### src/design/pmic_i2c_pkg.sv
/*
 * Shared constants and types for the power-management command port:
 * slave address, sub-addresses, register defaults, field positions,
 * state encoding and the shutdown timing.
 * Assumes a 25 MHz system clock.
 */
package pmic_i2c_pkg;

    // Bus identity and transfer shape
    localparam logic [6:0] DEV_ADDR = 7'h09;
    localparam logic [3:0] BITS_PER_BYTE = 4'h8;

    // Sub-addresses
    localparam logic [7:0] SUB_NULL = 8'h00;
    localparam logic [7:0] SUB_STEP_DOWN_1 = 8'h01;
    localparam logic [7:0] SUB_STEP_DOWN_4 = 8'h04;
    localparam logic [7:0] SUB_STEP_UP = 8'h05;
    localparam logic [7:0] SUB_STEP_UP_DOWN = 8'h06;
    localparam logic [7:0] SUB_LED_CONFIG = 8'h07;
    localparam logic [7:0] SUB_LED_LEVEL = 8'h08;
    localparam logic [7:0] SUB_SUPPLY_TEMP = 8'h09;
    localparam logic [7:0] SUB_RESET_MASK = 8'h0a;
    localparam logic [7:0] SUB_IRQ_MASK = 8'h0b;
    localparam logic [7:0] SUB_LIVE_STATUS = 8'h0c;
    localparam logic [7:0] SUB_LATCHED_STATUS = 8'h0d;
    localparam logic [7:0] SUB_CLEAR = 8'h0f;

    // Values after reset
    localparam logic [7:0] STEP_DOWN_DEFAULT = 8'h6f;
    localparam logic [7:0] STEP_UP_DEFAULT = 8'h0f;
    localparam logic [7:0] LED_CONFIG_DEFAULT = 8'h0f;
    localparam logic [7:0] LED_LEVEL_DEFAULT = 8'h00;
    localparam logic [7:0] SUPPLY_TEMP_DEFAULT = 8'h00;
    localparam logic [7:0] RESET_MASK_DEFAULT = 8'hff;
    localparam logic [7:0] IRQ_MASK_DEFAULT = 8'h00;

    // Field positions
    localparam int REG_ENABLE_BIT = 7;
    localparam int REG_FLOAT_BIT = 6;
    localparam int REG_MODE_BIT = 5;
    localparam int REG_SLOW_BIT = 4;
    localparam int LED_DOUBLE_FS_BIT = 3;
    localparam int RESET_ALL_BIT = 7;

    // Reinitialise shutdown time
    localparam longint CLK_HZ = 25000000;
    localparam longint SHUTDOWN_TIME_MS = 1000;
    localparam logic [24:0] SHUTDOWN_CYCLES_DEFAULT =
        25'(SHUTDOWN_TIME_MS * CLK_HZ / 1000);

    // Link state machine
    typedef enum logic [2:0] {
        LINK_IDLE = 3'b000,
        LINK_ADDR = 3'b001,
        LINK_SUB = 3'b010,
        LINK_DATA = 3'b011,
        LINK_ACK = 3'b100,
        LINK_SEND = 3'b101,
        LINK_SKIP = 3'b110
    } link_state_e;

    // Default of a command register by sub-address
    function automatic logic [7:0] reg_default(input logic [7:0] sub);
        logic [7:0] val;
        val = 8'h00;
        if (sub >= SUB_STEP_DOWN_1 && sub <= SUB_STEP_DOWN_4) begin
            val = STEP_DOWN_DEFAULT;
        end else begin
            unique case (sub)
                SUB_STEP_UP, SUB_STEP_UP_DOWN: val = STEP_UP_DEFAULT;
                SUB_LED_CONFIG: val = LED_CONFIG_DEFAULT;
                SUB_LED_LEVEL: val = LED_LEVEL_DEFAULT;
                SUB_SUPPLY_TEMP: val = SUPPLY_TEMP_DEFAULT;
                SUB_RESET_MASK: val = RESET_MASK_DEFAULT;
                SUB_IRQ_MASK: val = IRQ_MASK_DEFAULT;
                default: val = 8'h00;
            endcase
        end
        return val;
    endfunction

endpackage

### src/design/pin_sync.sv
/*
 * Two-flop synchroniser for a group of independent levels.
 * Assumes each bit is a slow level from outside the clk domain;
 * buses that must stay coherent need another scheme.
 */
`timescale 1ns/1ps
`default_nettype none

module pin_sync #(
    parameter int WIDTH = 1,
    parameter logic [WIDTH-1:0] RESET_VALUE = '0
) (
    // Clock and reset
    input wire logic clk,
    input wire logic sys_rst,
    // Levels
    input wire logic [WIDTH-1:0] async_in,
    output logic [WIDTH-1:0] sync_out
);

    typedef struct packed {
        logic [WIDTH-1:0] first;
        logic [WIDTH-1:0] second;
    } sync_s;

    sync_s st;
    sync_s next_st;

    // First stage feeds only the second stage
    always_comb begin
        next_st.first = async_in;
        next_st.second = st.first;
    end

    // State register
    always_ff @(posedge clk or posedge sys_rst) begin
        if (sys_rst) begin
            st <= {RESET_VALUE, RESET_VALUE};
        end else begin
            st <= next_st;
        end
    end

    assign sync_out = st.second;

endmodule

`default_nettype wire

### src/design/pmic_i2c_command_port.sv
/*
 * Two-wire command port of a multi-output power controller: address
 * match, sub-addressed writes into holding latches, commit on STOP,
 * single-byte read-back, status latching and the two-step clear.
 * Assumes SCL/SDA and monitor inputs are asynchronous; SCL is
 * oversampled by clk, so SCL must stay well below clk/8.
 */
`timescale 1ns/1ps
`default_nettype none

module pmic_i2c_command_port #(
    parameter logic [24:0] SHUTDOWN_CYCLES = pmic_i2c_pkg::SHUTDOWN_CYCLES_DEFAULT
) (
    // Clock and reset
    input wire logic clk,
    input wire logic sys_rst,
    // Two-wire bus pins
    input wire logic scl,
    input wire logic sda_in,
    output logic sda_out,
    output logic sda_oe,
    // Monitors from the analog side
    input wire logic [6:0] output_in_regulation,
    input wire logic input_low_warn,
    input wire logic overheat_warn,
    // Command latches
    output logic [7:0] step_down_1_ctrl,
    output logic [7:0] step_down_2_ctrl,
    output logic [7:0] step_down_3_ctrl,
    output logic [7:0] step_down_4_ctrl,
    output logic [7:0] step_up_ctrl,
    output logic [7:0] step_up_down_ctrl,
    output logic [7:0] led_config,
    output logic [7:0] led_level,
    output logic [7:0] supply_temp_warn_ctrl,
    output logic [7:0] reset_out_mask,
    output logic [7:0] interrupt_out_mask,
    // Derived controls
    output logic led_driver_enable,
    output logic regulators_shutdown,
    output logic reset_out_n,
    output logic interrupt_out_n
);
    import pmic_i2c_pkg::*;

    // Whole port state in one record, registered as one
    typedef struct packed {
        link_state_e state;
        link_state_e after_ack;
        logic [3:0] cnt;
        logic [7:0] shift;
        logic [7:0] ptr;
        logic drive_low;
        logic scl_prev;
        logic sda_prev;
        logic sub_seen;
        logic [7:0] last_sub;
        logic clear_armed;
        logic [11:1][7:0] hold;
        logic [11:1][7:0] cmd;
        logic [5:0] pg_latch;
        logic uv_latch;
        logic ot_latch;
        logic irq;
        logic rst_pull;
        logic led_on;
        logic shutdown;
        logic [24:0] timer;
    } port_state_s;

    port_state_s st;
    port_state_s next_st;
    logic [10:0] synced;
    logic scl_s;
    logic sda_s;
    logic [6:0] pg_s;
    logic uv_s;
    logic ot_s;

    // All pins pass two flops before any logic reads them
    // Reset to idle levels: bus released, outputs good, no warnings,
    // so no false edge and no phantom fault gets latched after reset
    pin_sync #(
        .WIDTH(11),
        .RESET_VALUE(11'h7fc)
    ) u_sync (
        .clk(clk),
        .sys_rst(sys_rst),
        .async_in({scl, sda_in, output_in_regulation, input_low_warn, overheat_warn}),
        .sync_out(synced)
    );

    assign scl_s = synced[10];
    assign sda_s = synced[9];
    assign pg_s = synced[8:2];
    assign uv_s = synced[1];
    assign ot_s = synced[0];

    // Only the command registers take writes
    // Upper nibble set, status or clear offsets all fall outside
    function automatic logic writable(input logic [7:0] sub);
        return sub >= SUB_STEP_DOWN_1 && sub <= SUB_IRQ_MASK;
    endfunction

    // Read-back multiplexer
    function automatic logic [7:0] read_value(input port_state_s s, input logic [6:0] pg);
        logic [7:0] val;
        val = 8'h00;
        if (writable(s.ptr)) begin
            val = s.hold[s.ptr[3:0]];
        end else if (s.ptr == SUB_LIVE_STATUS) begin
            val = {2'b00, pg[5:0]};
        end else if (s.ptr == SUB_LATCHED_STATUS) begin
            val = {s.uv_latch, s.ot_latch, s.pg_latch};
        end
        return val;
    endfunction

    // Next-state logic
    always_comb begin
        logic scl_rise;
        logic scl_fall;
        logic start_seen;
        logic stop_seen;
        logic clear_now;
        logic [6:0] fault;
        logic raise;
        logic [7:0] rd_byte;
        next_st = st;
        // Read-back byte, picked once for the first bit and the shifter
        rd_byte = read_value(st, pg_s);
        scl_rise = scl_s & ~st.scl_prev;
        scl_fall = ~scl_s & st.scl_prev;
        start_seen = scl_s & st.scl_prev & st.sda_prev & ~sda_s;
        stop_seen = scl_s & st.scl_prev & ~st.sda_prev & sda_s;
        clear_now = 1'b0;
        fault = ~pg_s;
        raise = (|(fault & st.cmd[SUB_IRQ_MASK[3:0]][6:0])) | uv_s | ot_s;
        next_st.scl_prev = scl_s;
        next_st.sda_prev = sda_s;

        if (start_seen) begin
            // Repeated START keeps holding latches untouched
            next_st.state = LINK_ADDR;
            next_st.cnt = 4'h0;
            next_st.drive_low = 1'b0;
        end else if (stop_seen) begin
            next_st.state = LINK_IDLE;
            next_st.drive_low = 1'b0;
            next_st.cmd = st.hold;
            if (st.hold[SUB_SUPPLY_TEMP[3:0]][RESET_ALL_BIT]) begin
                // Reinitialise: every command register back to default
                for (int i = 1; i <= 11; i++) begin
                    next_st.hold[i] = reg_default(8'(i));
                    next_st.cmd[i] = reg_default(8'(i));
                end
                next_st.shutdown = 1'b1;
                next_st.timer = SHUTDOWN_CYCLES;
            end
            // Two-step clear: 0Fh then 00h, each ended by STOP
            if (st.sub_seen) begin
                if (st.last_sub == SUB_CLEAR) begin
                    next_st.clear_armed = 1'b1;
                end else if (st.last_sub == SUB_NULL && st.clear_armed) begin
                    clear_now = 1'b1;
                    next_st.clear_armed = 1'b0;
                end else begin
                    next_st.clear_armed = 1'b0;
                end
            end
            next_st.sub_seen = 1'b0;
        end else begin
            unique case (st.state)
                LINK_IDLE, LINK_SKIP: begin
                    next_st.drive_low = 1'b0;
                end
                LINK_ADDR, LINK_SUB, LINK_DATA: begin
                    if (scl_rise) begin
                        next_st.shift = {st.shift[6:0], sda_s};
                        next_st.cnt = st.cnt + 4'h1;
                    end else if (scl_fall && st.cnt == BITS_PER_BYTE) begin
                        next_st.cnt = 4'h0;
                        next_st.state = LINK_ACK;
                        next_st.drive_low = 1'b1;
                        unique case (st.state)
                            LINK_ADDR: begin
                                if (st.shift[7:1] != DEV_ADDR) begin
                                    next_st.state = LINK_SKIP;
                                    next_st.drive_low = 1'b0;
                                end else if (st.shift[0]) begin
                                    next_st.after_ack = LINK_SEND;
                                end else begin
                                    next_st.after_ack = LINK_SUB;
                                end
                            end
                            LINK_SUB: begin
                                next_st.ptr = st.shift;
                                next_st.last_sub = st.shift;
                                next_st.sub_seen = 1'b1;
                                next_st.after_ack = LINK_DATA;
                            end
                            default: begin
                                // Data byte lands as its ack begins
                                if (writable(st.ptr)) begin
                                    next_st.hold[st.ptr[3:0]] = st.shift;
                                end
                                next_st.after_ack = LINK_SUB;
                            end
                        endcase
                    end
                end
                LINK_ACK: begin
                    // Release on the falling edge that ends the ack clock
                    if (scl_fall) begin
                        next_st.state = st.after_ack;
                        next_st.drive_low = 1'b0;
                        if (st.after_ack == LINK_SEND) begin
                            next_st.shift = rd_byte;
                            next_st.drive_low = ~rd_byte[7];
                        end
                    end
                end
                LINK_SEND: begin
                    if (scl_fall) begin
                        if (st.cnt == 4'h7) begin
                            // One byte only; master ack is not looked at
                            next_st.state = LINK_SKIP;
                            next_st.drive_low = 1'b0;
                            next_st.cnt = 4'h0;
                        end else begin
                            next_st.cnt = st.cnt + 4'h1;
                            next_st.shift = {st.shift[6:0], 1'b0};
                            next_st.drive_low = ~st.shift[6];
                        end
                    end
                end
                default: begin
                    next_st.state = LINK_IDLE;
                    next_st.drive_low = 1'b0;
                end
            endcase
        end

        // Status latches; a fault present at the clear wins
        if (clear_now) begin
            next_st.pg_latch = fault[5:0];
            next_st.uv_latch = uv_s;
            next_st.ot_latch = ot_s;
            next_st.irq = raise;
        end else begin
            next_st.pg_latch = st.pg_latch | fault[5:0];
            next_st.uv_latch = st.uv_latch | uv_s;
            next_st.ot_latch = st.ot_latch | ot_s;
            next_st.irq = st.irq | raise;
        end

        // Reset pull is not latched
        next_st.rst_pull = |(fault & st.cmd[SUB_RESET_MASK[3:0]][6:0]);
        next_st.led_on = |st.cmd[SUB_LED_LEVEL[3:0]];

        // Reinitialise shutdown window
        // A reinitialise inside the window restarts the count
        if (st.shutdown && !(stop_seen && next_st.timer == SHUTDOWN_CYCLES)) begin
            if (st.timer <= 25'h0000001) begin
                next_st.shutdown = 1'b0;
                next_st.timer = 25'h0000000;
            end else begin
                next_st.timer = st.timer - 25'h0000001;
            end
        end
    end

    // State register; defaults come from the register table
    always_ff @(posedge clk or posedge sys_rst) begin
        if (sys_rst) begin
            st <= '0;
            st.scl_prev <= 1'b1;
            st.sda_prev <= 1'b1;
            for (int i = 1; i <= 11; i++) begin
                st.hold[i] <= reg_default(8'(i));
                st.cmd[i] <= reg_default(8'(i));
            end
        end else begin
            st <= next_st;
        end
    end

    // Open-drain SDA: only ever pulled low
    // The pull-up alone makes the high level
    assign sda_out = 1'b0;
    assign sda_oe = st.drive_low;

    // Command latch outputs
    assign step_down_1_ctrl = st.cmd[1];
    assign step_down_2_ctrl = st.cmd[2];
    assign step_down_3_ctrl = st.cmd[3];
    assign step_down_4_ctrl = st.cmd[4];
    assign step_up_ctrl = st.cmd[5];
    assign step_up_down_ctrl = st.cmd[6];
    assign led_config = st.cmd[7];
    assign led_level = st.cmd[8];
    assign supply_temp_warn_ctrl = st.cmd[9];
    assign reset_out_mask = st.cmd[10];
    assign interrupt_out_mask = st.cmd[11];

    // Derived controls, all from flops
    // Reset pull tracks faults unlatched; interrupt holds until cleared
    assign led_driver_enable = st.led_on;
    assign regulators_shutdown = st.shutdown;
    assign reset_out_n = ~st.rst_pull;
    assign interrupt_out_n = ~st.irq;

endmodule

`default_nettype wire

### config.mk
export PLATFORM = sky130hd
export DESIGN_NAME = pmic_i2c_command_port
export DESIGN_NICKNAME = d
export VERILOG_FILES = /design/src/design/pmic_i2c_pkg.sv /design/src/design/pin_sync.sv /design/src/design/pmic_i2c_command_port.sv
export SDC_FILE = /design/constraint.sdc
export NUM_CORES = 1
export LEC_CHECK = 0
export ABC_AREA = 1
export ABC_CLOCK_PERIOD_IN_PS = 9600
export BUFFER_PORTS_ARGS = -buffer_cell sky130_fd_sc_hd__buf_2
export CAP_MARGIN = 20
export CORE_MARGIN = 2
export CORE_UTILIZATION = 60
export DETAILED_ROUTE_END_ITERATION = 6
export PLACE_DENSITY = 0.92
export SLEW_MARGIN = 25
export SYNTH_ARGS = -nofsm -noshare
export SYNTH_HDL_FRONTEND = slang
export SYNTH_HIERARCHICAL = 1
export SYNTH_SLANG_ARGS = --single-unit
### constraint.sdc
create_clock -name clk -period 9.6 [get_ports clk]
set_input_delay 1.92 -clock clk [delete_from_list [all_inputs] [get_ports clk]]
set_output_delay 1.92 -clock clk [all_outputs]
set_load 0.02 [all_outputs]
## Word level (Yosys, flattened, before mapping)

Index checks and enable logic that the tools add are counted.

- Bits of input ports: 13
- Output and inout port bits: 94
- Word-level logic and storage cells: 211
- Bits in registers: 266

- Reductions and logical operators: 32
- Add/subtract/negate cells: 2
- Bitwise operators: 27
- Order comparisons: 5
- Mux-type cells: 70
- Equal/unequal tests: 32

Operators with widths:

| cell | number |
|---|---|
| $mux 88 | 6 |
| $mux 176 | 1 |
| $mux 26 | 4 |
| $bwmux 88 | 1 |
| $mux 8 | 11 |
| $mux 9 | 7 |
| $bmux 8 s4 | 1 |
| $demux 8 s4 | 1 |
| $eq 25x25->1 const B | 1 |
| $le 25x1->1 const B | 1 |
| $mux 25 | 1 |
| $sub 25x1->25 const B | 1 |
| $eq 8x4->1 const B | 3 |
| $mux 3 | 8 |
| $ne 4x4->1 const B | 6 |
| $pmux 8 s3 | 1 |
| $reduce_and 6->1 | 4 |
| $mux 20 | 1 |
| $mux 1 | 16 |
| $ne 2x2->1 const B | 8 |
| $and 7x7->7 | 2 |
| $reduce_or 7->1 | 2 |
| $eq 3x3->1 const B | 4 |
| $mux 12 | 1 |
| 40 further kinds | 76 |

## Depth between registers and ports, before layout

- Word-level depth: 11
- Depth in mapped cells: 14
- Gate-level depth less buffers: 12

## Cells and area by module

Netlist, hierarchy kept.

By module, submodules not included:

| module | seq. area each (µm²) | instances | area an instance (µm²) | cells each |
|---|---|---|---|---|
| pmic_i2c_command_port | 6,193.4 | 1 | 12,639.6 | 1,619 |
| pin_sync | 573.0 | 1 | 576.8 | 23 |

## Worst setup path after synthesis

Ideal clock, no wire load.

- Path type: register -> output
- From: reg st (netlist bit led_config[0])
- To: out led_config[0]
- Arrival time: 0.630 ns
- Buffers on the path: 1
- Path slack: 7.050 ns
- Required time: 7.680 ns
- Stages on the path, launching flop included: 2
- Cell sequence: dfstp_2 > buf_4

RTL lines:

| element | RTL line | text |
|---|---|---|
| start, declared | pmic_i2c_command_port.sv:71 | `port_state_s st;` |
| start signal, assigned | pmic_i2c_command_port.sv:284 | `st <= next_st;` |
| end, declared | pmic_i2c_command_port.sv:33 | `output logic [7:0] led_config,` |

No word-level cell between the ends.

## Worst setup path after layout

- From: reg st (netlist bit regulators_shutdown)
- To: out regulators_shutdown

RTL lines:

| element | RTL line | text |
|---|---|---|
| end, declared | pmic_i2c_command_port.sv:40 | `output logic regulators_shutdown,` |

No word-level cell between the ends.

==> reports/metrics.cfg <==
[run_status]
run_status = complete, but fails checks
violations = DRC

[drt]
routedWlPerCell_um = 17.0
route.final.wire_length_um = 32900
firstDrtPassIters = 7
detailedRoute.firstIterationViolations = 1252
ant_nets = 0
route.detailed.vias_per_inst = 5.76
detailroute.via_count = 11139
remaining_drc_errors = 1

[sta]
finalCritPeriodShare = 0.395
timing.final.crit_period_ps = 3790
grt_setup_unrepaired = false
setup-tns-final_ps = 0
fmax_mhz = 264
finalHoldViolCount = 0
setup-violations-final = 0
maxSlewHeadroom = 0.317
actual_slew_at_the_worst_max_slew_pin_ps = 1020
report.final.slew_viol_count = 0
hold-worst-slack_ps = 347
fin_worst_skew_ps = 8.60

[final_layout]
drive_above_1_share = 0.189
insertedDiodeCount = 0
area_delta_synth_final_pct = 6.97
final.fill_count = 1628
nets = 1651
postLayoutCellArea_mm2 = 0.0141

[cts]
cts_htree_levels = 1
post_cts_setup_buffers = 0
cts.reportedPaths.clkPinSlew_ps = 60
clkLatencyLatePin_ps = 550
cts_hold_buffers = 0
ctsRootBufferMaster = sky130_fd_sc_hd__clkbuf_16
tritoncts = yes
clk_path_buf_depth = 3
tritoncts.num_buffers = 27
clkSinkCount = 265
cts_resized = 0

[die]
chipWidth_um = 152
chipHeight_um = 152
effective_utilization_at_floorplan = 0.609
core_region_area_mm2 = 0.0217
ios = 107
placement_rows = 54
die-area_mm2 = 0.0232

[power_and_ir_drop]
p_per_area_mw_per_mm2 = 190
power.static_leakage_nw = 7.15
power_w = 0.00269
irDropWorstVdd_v = 0.000124

[logic_synthesis]
yosysTopAreaCell = sky130_fd_sc_hd__dfrtp_1
synth_async_sr_flop_share = 1.00
synth.top_cell.area_share = 0.297
ys_ff_latch = 265
synthTopCellsByArea = sky130_fd_sc_hd__dfrtp_1 30%, sky130_fd_sc_hd__dfstp_2 21%, sky130_fd_sc_hd__nand2_1 12%
yosysSeqAreaShare = 0.512
netlist_instances = 1642
yosysWarnings = 6
synth_ff_type = sky130_fd_sc_hd__dfrtp_1
synth.cell_area_mm2 = 0.0132
number_of_enable_flip_flop_cells_after_synthesis = 0
synth_cell_type_count = 48
avgSynthCellArea_um2 = 8.05

[global_route]
globalRoute.totalOverflow = 0
grt_max_degree = 103
antenna_violations_before_repair = 0
global_route.usage.total = 0.281
grt_pass1_wl_um = 54000
first_global_vias = 10670

[setup_path]
cp_num_buf_inv = 1
cp_slowest_stage_delay_ps = 1000
worstRegToRegCells = 9
timing.setup.critical_path_class = reg2out
worst_path_max_delay_cell = sky130_fd_sc_hd__dfrtp_1
regToRegSetupSlack_ps = 6000
crit_path_dat_ps = 1870
start_kind = flop
cp-end-kind = primary output
timing.rr.end = st[143]
critical_path_required_ps = 7680
worst_r2r_startpoint = u_sync/sync_out[10]
timing.critical_path.cells = buf_2
critPathTopFamily = flip-flops
timing.critical_path.fanout_max = 29

[worst_hold_path]
worst_hold_path_type = reg2reg
worst_hold_path_cell_count = 0
startpoint_of_the_worst_hold_path = u_sync/next_st[1]
hold-path-endpoint = u_sync/sync_out[1]

[placed_design]
hpwl_um = 22300
number_of_buffer_cells_added_on_primary_ports = 104
placedInstanceArea_mm2 = 0.0132
place.gp.congestion = 1.01

[run]
cap_viol_max_count = 0

## sequential cells by signal, summed over array words and instances (netlist names), 8 cells and up
name                flops
reset_out_mask          8
u_sync/sync_out        11
step_up_ctrl            8
step_down_1_ctrl        8
interrupt_out_mask      8
st                    153
u_sync/next_st         11
step_up_down_ctrl       8
led_config              8
step_down_3_ctrl        8
step_down_4_ctrl        8
step_down_2_ctrl        8
led_level               8
## area by class of cell
type                            count  area [um^2]  share of cell area
Sequential cell                   265         6770               0.479
Multi-Input combinational cell   1041         4800               0.339
Inverter                          190          721              0.0510
Timing Repair Buffer              109          558              0.0395
Tap cell                          280          350              0.0248
Clock buffer                       40          836              0.0591
Clock inverter                     10          109             0.00770
## how the worst max path moves through the flow
stage / end / start / cells after the start
finish: regulators_shutdown / regulators_shutdown / 1
detailed placement: st[14] / sys_rst / 3
global placement: st[241] / sys_rst / 3
floorplan: interrupt_out_mask[0] / sys_rst / 1
global route: regulators_shutdown / regulators_shutdown / 1
CTS: regulators_shutdown / regulators_shutdown / 1
## through the flow
stage,utilization,setup WS [ps],std cells
global route,0.652,5730,1935
global placement,0.608,6140,1885
finish,0.652,5810,1935
floorplan,-,1160,1643
CTS,0.651,5820,1935
detailed placement,0.608,6090,1885
## report_power, final
group,switching [W],internal [W],leakage [nW],total [W]
Combinational,0.000233,0.0000946,3.44,0.000328
Clock,0.000446,0.000656,0.474,0.00110
Sequential,0.0000445,0.00121,3.24,0.00126
## per-layer routing
layer / wire (um) / global-route usage / vias to the layer above
li1: - / - / 5092
met1: 12700 / 0.381 / 5268
met2: 15800 / 0.458 / 658
met3: 3100 / 0.0429 / 121
met4: 1320 / 0.114 / 0
met5: 0 / 0 / -
## cells in the final DEF (no fill, tap or decap), types with 3 or more instances in the layout
cell type                   netlist  routed
sky130_fd_sc_hd__a21boi_1         7       7
sky130_fd_sc_hd__a21oi_1         44      44
sky130_fd_sc_hd__a22o_1           6       6
sky130_fd_sc_hd__a22oi_1          6       6
sky130_fd_sc_hd__buf_2           23     104
sky130_fd_sc_hd__buf_4           94       5
sky130_fd_sc_hd__clkbuf_1        20       3
sky130_fd_sc_hd__clkbuf_16        0      28
sky130_fd_sc_hd__clkbuf_8         0       9
sky130_fd_sc_hd__clkinv_2         0       5
sky130_fd_sc_hd__dfrtp_1        157     157
sky130_fd_sc_hd__dfstp_2        108     108
sky130_fd_sc_hd__ha_1             4       4
sky130_fd_sc_hd__inv_1          171     170
sky130_fd_sc_hd__inv_2           17      17
sky130_fd_sc_hd__nand2_1        428     428
sky130_fd_sc_hd__nand2_2          6       6
sky130_fd_sc_hd__nand3_1         91      90
sky130_fd_sc_hd__nand4_1         11      11
sky130_fd_sc_hd__nor2_1         186     186
sky130_fd_sc_hd__nor2_2          12      12
sky130_fd_sc_hd__nor3_1           4       4
sky130_fd_sc_hd__nor4_1           3       3
sky130_fd_sc_hd__o21a_1           3       3
sky130_fd_sc_hd__o21ai_0         74      74
sky130_fd_sc_hd__o21ai_1         92      92
sky130_fd_sc_hd__o22a_1           9       9
sky130_fd_sc_hd__o22ai_1         10      10
sky130_fd_sc_hd__xor2_1          20      20
## kinds of logic (layout without fill, tap and decap cells)
logic type,after synthesis,in the layout,synth area share
compound gates,257,257,0.107
xor+xnor,22,22,0.0146
fa+ha+maj,4,4,0.00379
buf+inv,337,349,0.126
flops,265,265,0.512
other cells,1,2,0.000284
simple gates,756,756,0.236
## Yosys cell counts, types with 2 or more instances
| master | n |
|---|---|
| sky130_fd_sc_hd__a31oi_1 | 2 |
| sky130_fd_sc_hd__or2_2 | 2 |
| sky130_fd_sc_hd__o22ai_1 | 10 |
| sky130_fd_sc_hd__a22oi_1 | 6 |
| sky130_fd_sc_hd__nor3_1 | 4 |
| sky130_fd_sc_hd__inv_2 | 17 |
| sky130_fd_sc_hd__a22o_1 | 6 |
| sky130_fd_sc_hd__o22a_1 | 9 |
| sky130_fd_sc_hd__o21a_1 | 3 |
| sky130_fd_sc_hd__o21ai_0 | 74 |
| sky130_fd_sc_hd__nand3_1 | 91 |
| sky130_fd_sc_hd__nor4_1 | 3 |
| sky130_fd_sc_hd__clkbuf_1 | 20 |
| sky130_fd_sc_hd__buf_1 | 7 |
| sky130_fd_sc_hd__nand3b_1 | 2 |
| sky130_fd_sc_hd__nor2_2 | 12 |
| sky130_fd_sc_hd__xnor2_1 | 2 |
| sky130_fd_sc_hd__buf_4 | 94 |
| sky130_fd_sc_hd__inv_1 | 171 |
| sky130_fd_sc_hd__ha_1 | 4 |
| sky130_fd_sc_hd__nand2_2 | 6 |
| sky130_fd_sc_hd__buf_2 | 23 |
| sky130_fd_sc_hd__nand4_1 | 11 |
| sky130_fd_sc_hd__nand2_1 | 428 |
| sky130_fd_sc_hd__buf_6 | 3 |
| sky130_fd_sc_hd__clkinv_1 | 2 |
| sky130_fd_sc_hd__o21ai_1 | 92 |
| sky130_fd_sc_hd__dfrtp_1 | 157 |
| sky130_fd_sc_hd__dfstp_2 | 108 |
| sky130_fd_sc_hd__and2_1 | 2 |
| sky130_fd_sc_hd__xor2_1 | 20 |
| sky130_fd_sc_hd__a21boi_1 | 7 |
| sky130_fd_sc_hd__nor2_1 | 186 |
| sky130_fd_sc_hd__a21oi_1 | 44 |
Power figures use the tool's default switching activity.
